===== src/pkg/meter_cfg_pkg.sv =====
// shared constants for the meter start-up and gain configuration block
`default_nettype none
package meter_cfg_pkg;
	localparam int ADDR_W = 10;
	localparam int DATA_W = 24;
	localparam logic [9:0] ADDR_VOLTAGE_GAIN = 10'h007;
	localparam logic [9:0] ADDR_CURRENT_A_GAIN = 10'h008;
	localparam logic [9:0] ADDR_CURRENT_B_GAIN = 10'h009;
	localparam logic [9:0] ADDR_UNLOCK_KEY = 10'h0FE;
	localparam logic [9:0] ADDR_TIMING_CFG = 10'h120;
	localparam logic [9:0] ADDR_IRQ_STATUS = 10'h22D;
	// controller's own register map
	localparam logic [3:0] HREG_ADDR = 4'h0;
	localparam logic [3:0] HREG_WDATA = 4'h1;
	localparam logic [3:0] HREG_CMD = 4'h2;
	localparam logic [3:0] HREG_STATUS = 4'h3;
	localparam logic [3:0] HREG_RDATA = 4'h4;
	localparam int CMD_WRITE_BIT = 0;
	localparam int CMD_READ_BIT = 1;
	localparam int CMD_INIT_BIT = 2;
	localparam logic [7:0] UNLOCK_KEY = 8'hAD;
	localparam logic [7:0] TIMING_OPTIMUM = 8'h30;
	localparam logic [2:0] GAIN_RESET = 3'h0;
	localparam logic [2:0] GAIN_MAX_A = 3'h5;
	localparam logic [2:0] GAIN_MAX_BV = 3'h4;
	localparam logic [7:0] TIMING_RESET = 8'h00;
	localparam int IRQ_RESET_BIT = 20;
	localparam int CLK_MHZ = 100;
	localparam int INACTIVE_MS = 26;
	localparam int ENABLE_MS = 40;
	localparam int HOST_WAIT_MS = 100;
	localparam int INACTIVE_CYCLES = INACTIVE_MS * 1000 * CLK_MHZ;
	localparam int ENABLE_CYCLES = ENABLE_MS * 1000 * CLK_MHZ;
	localparam int HOST_WAIT_CYCLES = HOST_WAIT_MS * 1000 * CLK_MHZ;
endpackage : meter_cfg_pkg
`default_nettype wire


===== src/pkg/meter_reg_if.sv =====
// register link between host controller and meter device
`timescale 1ns/1ns
`default_nettype none
interface meter_reg_if;
	logic [9:0] addr;
	logic [23:0] wdata;
	logic wr;
	logic rd;
	logic [23:0] rdata;
	logic irq_n;
	modport device (input addr, input wdata, input wr, input rd, output rdata, output irq_n);
	modport host (output addr, output wdata, output wr, output rd, input rdata, input irq_n);
endinterface : meter_reg_if
`default_nettype wire


===== src/hw/meter_device.sv =====
// meter device end: power-up sequencer, key-protected timing register, gain selects
//
// Local design decision: strobed register access.
`timescale 1ns/1ns
`default_nettype none
module meter_device import meter_cfg_pkg::*; #(
	parameter int INACTIVE_CNT = meter_cfg_pkg::INACTIVE_CYCLES,
	parameter int ENABLE_CNT = meter_cfg_pkg::ENABLE_CYCLES
) (
	input wire logic sys_clk,
	input wire logic srst,
	input wire logic supply_ok,
	meter_reg_if.device bus,
	output logic ready,
	output logic [4:0] gain_a_factor,
	output logic [4:0] gain_b_factor,
	output logic [4:0] gain_v_factor,
	output logic [7:0] timing_cfg_out
);
	import meter_cfg_pkg::*;

	typedef enum logic [2:0] {
		ST_OFF = 3'b001,
		ST_WAIT = 3'b010,
		ST_RUN = 3'b100
	} seq_e;

	seq_e state;
	logic [31:0] count;
	logic supply_s1;
	logic supply_s2;
	logic irq_flag;
	logic key_ok;
	logic [2:0] gain_v;
	logic [2:0] gain_a;
	logic [2:0] gain_b;
	logic [7:0] timing_cfg;
	logic wr_ok;
	logic rd_ok;

	// supply monitor level synchroniser
	always_ff @(posedge sys_clk) begin
		if (srst) begin
			supply_s1 <= 1'b0;
			supply_s2 <= 1'b0;
		end else begin
			supply_s1 <= supply_ok;
			supply_s2 <= supply_s1;
		end
	end

	// power-up sequencer, one counter over both phases
	// inactive then enable
	always_ff @(posedge sys_clk) begin
		if (srst || !supply_s2) begin
			state <= ST_OFF;
			count <= 32'h0;
		end else begin
			case (state)
				ST_OFF: begin
					if (count >= 32'(INACTIVE_CNT - 1)) begin
						state <= ST_WAIT;
						count <= 32'h0;
					end else begin
						count <= count + 32'h1;
					end
				end
				ST_WAIT: begin
					if (count >= 32'(ENABLE_CNT - 1)) begin
						state <= ST_RUN;
						count <= 32'h0;
					end else begin
						count <= count + 32'h1;
					end
				end
				ST_RUN: begin
					count <= 32'h0;
				end
				default: begin
					state <= ST_OFF;
					count <= 32'h0;
				end
			endcase
		end
	end

	// accesses are ignored until start-up completes
	assign wr_ok = bus.wr && (state == ST_RUN);
	assign rd_ok = bus.rd && (state == ST_RUN);

	// reset flag, clear on status read, set wins
	always_ff @(posedge sys_clk) begin
		if (srst || !supply_s2) begin
			irq_flag <= 1'b0;
		end else if (state == ST_WAIT && count >= 32'(ENABLE_CNT - 1)) begin
			irq_flag <= 1'b1;
		end else if (rd_ok && bus.addr == ADDR_IRQ_STATUS) begin
			irq_flag <= 1'b0;
		end
	end

	// key arms only the very next cycle
	// an idle cycle or any other write drops the key, so the pair must be back to back
	always_ff @(posedge sys_clk) begin
		if (srst || state != ST_RUN) begin
			key_ok <= 1'b0;
		end else begin
			key_ok <= wr_ok && (bus.addr == ADDR_UNLOCK_KEY) && (bus.wdata[7:0] == UNLOCK_KEY);
		end
	end

	always_ff @(posedge sys_clk) begin
		if (srst || state != ST_RUN) begin
			timing_cfg <= TIMING_RESET;
		end else if (wr_ok && key_ok && bus.addr == ADDR_TIMING_CFG) begin
			timing_cfg <= bus.wdata[7:0];
		end
	end

	always_ff @(posedge sys_clk) begin
		if (srst || state != ST_RUN) begin
			gain_v <= GAIN_RESET;
			gain_a <= GAIN_RESET;
			gain_b <= GAIN_RESET;
		end else if (wr_ok) begin
			if (bus.addr == ADDR_VOLTAGE_GAIN) gain_v <= bus.wdata[2:0];
			if (bus.addr == ADDR_CURRENT_A_GAIN) gain_a <= bus.wdata[2:0];
			if (bus.addr == ADDR_CURRENT_B_GAIN) gain_b <= bus.wdata[2:0];
		end
	end

	// decode to factor, undefined codes give unity
	function automatic logic [4:0] gain_factor(input logic [2:0] code, input logic [2:0] max_code);
		logic [4:0] f;
		f = 5'h01;
		if (code <= max_code) begin
			case (code)
				3'h0: f = 5'h01;
				3'h1: f = 5'h02;
				3'h2: f = 5'h04;
				3'h3: f = 5'h08;
				3'h4: f = 5'h10;
				3'h5: f = 5'h16;
				default: f = 5'h01;
			endcase
		end
		return f;
	endfunction : gain_factor

	// registered outputs toward the analog side
	always_ff @(posedge sys_clk) begin
		if (srst) begin
			gain_a_factor <= 5'h01;
			gain_b_factor <= 5'h01;
			gain_v_factor <= 5'h01;
			timing_cfg_out <= TIMING_RESET;
			ready <= 1'b0;
		end else begin
			gain_a_factor <= gain_factor(gain_a, GAIN_MAX_A);
			gain_b_factor <= gain_factor(gain_b, GAIN_MAX_BV);
			gain_v_factor <= gain_factor(gain_v, GAIN_MAX_BV);
			timing_cfg_out <= timing_cfg;
			ready <= (state == ST_RUN);
		end
	end

	// read data one cycle after read strobe, unmapped reads zero
	always_ff @(posedge sys_clk) begin
		if (srst) begin
			bus.rdata <= 24'h0;
		end else if (rd_ok) begin
			case (bus.addr)
				ADDR_VOLTAGE_GAIN: bus.rdata <= {21'h0, gain_v};
				ADDR_CURRENT_A_GAIN: bus.rdata <= {21'h0, gain_a};
				ADDR_CURRENT_B_GAIN: bus.rdata <= {21'h0, gain_b};
				ADDR_TIMING_CFG: bus.rdata <= {16'h0, timing_cfg};
				ADDR_IRQ_STATUS: bus.rdata <= 24'(irq_flag) << IRQ_RESET_BIT;
				default: bus.rdata <= 24'h0;
			endcase
		end else begin
			bus.rdata <= 24'h0;
		end
	end

	always_ff @(posedge sys_clk) begin
		if (srst) begin
			bus.irq_n <= 1'b1;
		end else begin
			bus.irq_n <= ~irq_flag;
		end
	end
endmodule : meter_device
`default_nettype wire


===== src/flat_wrapper.sv =====
// flat-port wrapper written by rule: the top's interface ports become plain ports
module meter_device_flat import meter_cfg_pkg::*;
#(
	parameter int INACTIVE_CNT = meter_cfg_pkg::INACTIVE_CYCLES,
	parameter int ENABLE_CNT = meter_cfg_pkg::ENABLE_CYCLES
)
  (sys_clk, srst, supply_ok, ready, gain_a_factor, gain_b_factor, gain_v_factor, timing_cfg_out, bus_addr, bus_wdata, bus_wr, bus_rd, bus_rdata, bus_irq_n);
  meter_reg_if bus_i ();
  input wire logic sys_clk;
  input wire logic srst;
  input wire logic supply_ok;
  output logic ready;
  output logic [4:0] gain_a_factor;
  output logic [4:0] gain_b_factor;
  output logic [4:0] gain_v_factor;
  output logic [7:0] timing_cfg_out;
  input wire logic [$bits(bus_i.addr)-1:0] bus_addr;
  input wire logic [$bits(bus_i.wdata)-1:0] bus_wdata;
  input wire logic [$bits(bus_i.wr)-1:0] bus_wr;
  input wire logic [$bits(bus_i.rd)-1:0] bus_rd;
  output wire logic [$bits(bus_i.rdata)-1:0] bus_rdata;
  output wire logic [$bits(bus_i.irq_n)-1:0] bus_irq_n;
  assign bus_i.addr = bus_addr;
  assign bus_i.wdata = bus_wdata;
  assign bus_i.wr = bus_wr;
  assign bus_i.rd = bus_rd;
  assign bus_rdata = bus_i.rdata;
  assign bus_irq_n = bus_i.irq_n;
  meter_device #(.INACTIVE_CNT(INACTIVE_CNT), .ENABLE_CNT(ENABLE_CNT)) u_core (.sys_clk(sys_clk), .srst(srst), .supply_ok(supply_ok), .bus(bus_i), .ready(ready), .gain_a_factor(gain_a_factor), .gain_b_factor(gain_b_factor), .gain_v_factor(gain_v_factor), .timing_cfg_out(timing_cfg_out));
endmodule

===== config.mk =====
export PLATFORM = sky130hd
export DESIGN_NAME = meter_device_flat
export DESIGN_NICKNAME = d
export VERILOG_FILES = /design/src/pkg/meter_cfg_pkg.sv /design/src/pkg/meter_reg_if.sv /design/src/hw/meter_device.sv /design/src/flat_wrapper.sv
export SDC_FILE = /design/constraint.sdc
export NUM_CORES = 1
export LEC_CHECK = 0
export BUFFER_PORTS_ARGS = -buffer_cell sky130_fd_sc_hd__buf_4
export CORE_ASPECT_RATIO = 1.25
export CORE_MARGIN = 4
export CORE_UTILIZATION = 48
export CTS_BUF_LIST = sky130_fd_sc_hd__clkbuf_4 sky130_fd_sc_hd__clkbuf_8 sky130_fd_sc_hd__clkbuf_16
export CTS_CLUSTER_SIZE = 20
export DETAILED_ROUTE_END_ITERATION = 12
export GPL_TIMING_DRIVEN = 0
export PLACE_DENSITY_LB_ADDON = 0.12
export SLEW_MARGIN = 10
export SYNTH_ARGS = -nofsm -noshare
export SYNTH_HDL_FRONTEND = slang
export SYNTH_SLANG_ARGS = --single-unit

===== constraint.sdc =====
create_clock -name sys_clk -period 1.9 [get_ports sys_clk]
set_input_delay 0.475 -clock sys_clk [delete_from_list [all_inputs] [get_ports sys_clk]]
set_output_delay 0.475 -clock sys_clk [all_outputs]
set_load 0.01 [all_outputs]

## Yosys cells after proc, flatten, opt, wreduce, memory -nomap -nowiden

Cells that the tools add are included.

- Register bits: 105
- Bits of input ports: 39
- Output and inout port bits: 49
- Word-level logic and storage cells: 89

- Add/subtract/negate cells: 1
- Magnitude comparators: 5
- Equal/unequal tests: 28
- Multiplexer cells: 12
- Bitwise gates (word level): 6
- Reductions and logical operators: 20

Operator list:

| kind | number |
|---|---|
| case mux 21 bit (5 select lines) | 1 |
| case mux 5 bit (5 select lines) | 3 |
| >= comparator 32 x 22 -> 1 bit (second input constant) | 2 |
| two-way mux 32 bit | 2 |
| case mux 32 bit (2 select lines) | 1 |
| adder 32 x 1 -> 32 bit (second input constant) | 1 |
| equality test 3 x 2 -> 1 bit (second input constant) | 7 |
| equality test 3 bit (second input constant) | 7 |
| equality test 10 x 4 -> 1 bit (second input constant) | 2 |
| equality test 3 x 1 -> 1 bit (second input constant) | 4 |
| equality test 10 bit (second input constant) | 1 |
| equality test 10 x 3 -> 1 bit (second input constant) | 1 |
| equality test 10 x 8 -> 1 bit (second input constant) | 1 |
| equality test 10 x 9 -> 1 bit (second input constant) | 1 |
| less-or-equal comparator 3 bit (second input constant) | 3 |
| case mux 3 bit (3 select lines) | 1 |
| equality test 8 bit (second input constant) | 1 |
| logical AND 1 bit | 8 |
| OR reduction 2 bit | 4 |
| two-way mux 3 bit | 2 |
| inverter 1 bit | 6 |
| AND reduction 2 bit | 3 |
| != test 2 x 1 -> 1 bit (second input constant) | 2 |
| != test 3 bit (second input constant) | 1 |
| other kinds (5) | 7 |

## Longest topological paths before layout

- Depth after elaboration: 5
- Gate-level depth with buffers: 8
- Gate-level depth less buffers: 6

## Least setup slack after synthesis

Ideal clock, no wire load.

- Kind: register to register
- Start point: register u_core.count[0]
- End point: register u_core.count[2]
- Setup time: 137 ps
- Arrival time: 1818 ps
- Required time: 1763 ps
- Slack: -55 ps
- Stages on the path, launching flop included: 9
- Path buffers: 2
- Clock period less this slack: 1955 ps
- Cells stage by stage: dfxtp_1 -> ha_1 -> clkbuf_1 -> nand3_1 -> o211ai_1 -> a2111oi_4 -> a41oi_2 -> buf_6 -> nor3_2

- Longest elaborated chain between the ends: 3
- Elaborated cells between the ends (all ways): 6
- Those cells by class: add/sub (1); order compare (2); mux (3)

Ends and longest elaborated chain:

| item | line | RTL |
|---|---|---|
| start, declared | meter_device.sv:29 | `logic [31:0] count;` |
| start signal, assigned | meter_device.sv:65 | `count <= count + 32'h1;` |
| start signal, assigned | meter_device.sv:73 | `count <= count + 32'h1;` |
| adder 32 x 1 -> 32 bit (tied with other cells) | meter_device.sv:65, meter_device.sv:73 |  |
| two-way mux 32 bit, on equally long branches | meter_device.sv:69, meter_device.sv:61 |  |
| case mux 32 bit (2 select lines) (*) | meter_device.sv:59 | `case (state)` |

Every way passes the cells marked *; elsewhere a longest branch is shown, timed or not.
A chain may end at the register's enable or synchronous reset.

## Final worst setup path

- Start point: register u_core.count[15]
- End point: register u_core.count[0]

- Longest elaborated chain between the ends: 3
- Elaborated cells between the ends (all ways): 5
- Those cells by class: order compare (2); mux (3)

Ends and longest elaborated chain:

| item | line |
|---|---|
| >= comparator 32 x 22 -> 1 bit, on equally long branches | meter_device.sv:69, meter_device.sv:61 |
| two-way mux 32 bit, on equally long branches | meter_device.sv:69, meter_device.sv:61 |
| case mux 32 bit (2 select lines) (*) | meter_device.sv:59 |

Marks and branches as above.

==> impl_metrics.yaml <==
critical_path:
  crit_arrival_ns: 2.16
  end_kind: "flip-flop"
  worstReg2RegStart: "u_core.count[15]"
  r2r_cells: 7
  start_kind: "flip-flop"
  r2r_end: "u_core.count[0]"
  crit_path_start: "u_core.count[15]"
  critPathMaxFanout: 5
  required_ns: 2.16
  r2r_setup_slack_ns: 0.007
  critical_path_class: "flip-flop to flip-flop"
  crit_end: "u_core.count[0]"
cells_and_area:
  diodes: 0
  layoutNonFillerInstCount: 550
  drive_above_1_share: 0.317
  fin_util: 0.621
  seqCellArea_um2: 1820
  final_common_cell: "dfxtp_1"
  syn2layout_area_growth_pct: 25.7
  final_nets: 493
  multi_input_area_um2: 1800
  final_cell_mix: "dfxtp_1 (83), buf_4 (76), nor2_1 (35), conb_1 (25), nor3_2 (22)"
  fill_cells: 649
clock_network:
  cts.clk_slew.worst_paths_ns: 0.09
  cts_tree: "built"
  clockBufferDepth: 2
  numCtsBuffers: 9
  clkSinkCount: 90
  h-tree-depth: 3
  cts_root_buffer: "clkbuf_8"
  cts.hold.buffers_added: 0
  worstSkewPairLatency_ns: 0.34
logic_synthesis:
  async_flop_share: 0
  synth_cell_types: 49
  yosysWarnings: 0
  syn_area_per_cell_um2: 10.2
  yosysSeqAreaShare: 0.493
  synth_ff_type: "dfxtp_1"
  synth_top_area_cell: "dfxtp_1"
  synthTopCellsByArea: "dfxtp_1 (49%), nor3_2 (5.5%), mux2i_1 (4.7%)"
  synth-seq-cells: 90
  synth_top_area_share: 0.493
  synth_edf_count: 0
  netlist_instances: 357
  syn_area_um2: 3650
placement:
  place_congestion: 0.823
  hpwl_mm: 5.43
  dpl_worst_slack_ns: -0.240
  place_inst: 528
  portBuffers: 55
floorplanning:
  initial_utilization: 0.494
  design.core.area_um2: 7400
  die_h_um: 106
  fp.dieArea_um2: 9080
  placementRows: 35
  die_w_um: 86.0
  ios: 88
hold_path:
  worst_hold_path_type: "input pin to flip-flop"
  whs_path_depth: 2
detailed_routing:
  ant_nets: 0
  vias_per_cell: 5.06
  first_pass_iters: 4
  num_vias: 2781
  wl_mm: 7.49
  first_iter_violations: 99
  wl_per_cell_um: 13.6
  drc: 0
sta:
  tightest_slew_ns: 0.663
  final_hold_viol_count: 0
  relSlewSlack: 0.558
  postLayoutSetupSlackWorst_ns: 0.00683
  report.final.setup_viol: 0
  fin_crit_ns: 1.89
  drv_slew: 0
  fin_skew_ns: 0.00544
  period_share: 0.996
  grt_setup_unrepaired: "true"
  fmax_mhz: 528
power:
  powerDensity_nw_per_um2: 699
  p_leak_nw: 1.75
  pwr-share-seq: 0.592
  pwr-share-comb: 0.040
  switching_share: 0.238
  power_mw: 3.21
  intPower_mw: 2.45
  power_switching_uw: 765
  clkPwrFrac: 0.367
  ir_drop_mv: 0.364
global_routing:
  gr-total-overflow: 0
  grt_pass1_wl_mm: 12.7
  grt_max_degree: 17
  track_usage: 0.172
  grt_pass1_vias: 2695
  antenna_found_initial: 0
run:
  drv_cap: 0
run_status:
  status: "completed"
[synth_stat cells, types with 3 or more instances]
cell type	count
a21oi_1	6
a222oi_1	3
and2_1	5
and3_1	7
and4_1	6
buf_2	3
buf_4	16
clkbuf_1	9
dfxtp_1	90
inv_1	4
mux2_2	3
mux2i_1	17
nand2_1	9
nand2b_1	4
nand3_1	12
nand3b_1	4
nand4_1	9
nor2_1	35
nor2b_1	12
nor3_1	13
nor3_2	20
nor3b_1	5
nor4_1	4
nor4b_1	4
nor4bb_1	6
o21ai_0	3
or3b_2	3
xnor2_1	12
xor2_1	8
[power by group through the flow]
stage	clock [mW]	combinational (mW)	sequential, mW
after floorplan	0	0.0709	1.95
after global placement	0	0.125	1.95
after detailed placement	0	0.127	1.95
after CTS	1.21	0.128	1.90
after global routing	1.28	0.143	1.90
final	1.18	0.130	1.90
[cell families (layout without fill, tap and decap cells)]
kind of cell / count (synthesis) / in the layout / share of synthesized area
compound gates: 22 / 22 / 0.0493
other cells: 1 / 25 / 0.00103
buf+inv: 36 / 113 / 0.0586
xor+xnor: 20 / 20 / 0.0479
mux: 20 / 20 / 0.0558
simple gates: 167 / 167 / 0.291
flops: 90 / 90 / 0.493
fa+ha+maj: 1 / 1 / 0.00342
[worst max-delay path, cell delays in order, from the launching register on]
cell and delay [ns]:
dfxtp_4 0.37, nor4_4 0.30, buf_4 0.16, a211oi_2 0.08, a2111oi_4 0.42, a41oi_4 0.12
buf_6 0.22, nor3_2 0.15
[routing by layer]
layer  track usage  part of all wire  vias to the layer above
met5             0                 0                        -
met2         0.315              0.54                       58
met3        0.0344             0.040                        4
met1         0.200              0.42                     1302
met4        0.0464            0.0064                        0
li1              -                 -                     1417
[through the flow]
step	setup TNS [ns]	area, um^2	hold WS [ns]
final	0	4590	0.353
after detailed placement	-6.46	4270	0.416
after CTS	-0.0319	4550	0.355
after global placement	-6.52	4270	0.403
after global routing	-2.12	4590	0.379
after floorplan	0	3740	0.392
[flip-flops by register name (all words and copies together) (netlist names), 3 cells and up]
name	cells
u_core.bus.rdata	9
u_core.timing_cfg	8
u_core.gain_b	3
u_core.count	32
u_core.gain_v	3
u_core.timing_cfg_out	8
u_core.gain_a_factor	5
u_core.gain_v_factor	5
u_core.state	3
u_core.gain_b_factor	5
u_core.gain_a	3
[timing repair]
action	CTS	global route
pin swaps	23	5
endpoints found under the setup margin	39	28
gates resized for setup	17	8
buffers inserted	4	2
hold endpoints to repair	0	0
gates cloned	2	0
[how the worst min path moves through the flow]
stage | end | slack [ns] | from
4_1_cts | u_core.supply_s1 | 0.36 | supply_ok
5_1_grt | u_core.supply_s1 | 0.38 | supply_ok
6_report | u_core.supply_s1 | 0.35 | supply_ok
2_1_floorplan | u_core.bus.irq_n | 0.39 | u_core.irq_flag
3_5_place_dp | u_core.bus.irq_n | 0.42 | u_core.irq_flag
3_3_place_gp | u_core.bus.irq_n | 0.40 | u_core.irq_flag
[area by class of cell]
class | count | area share
multi-input combinational | 255 | 0.391
clock buffer | 9 | 0.0270
clock inverter | 7 | 0.0114
timing repair buffer | 63 | 0.105
sequential | 90 | 0.395
inverter | 5 | 0.00409
buffer | 29 | 0.0406
tap | 92 | 0.0251
No activity file was read; power rests on OpenSTA's default activity.
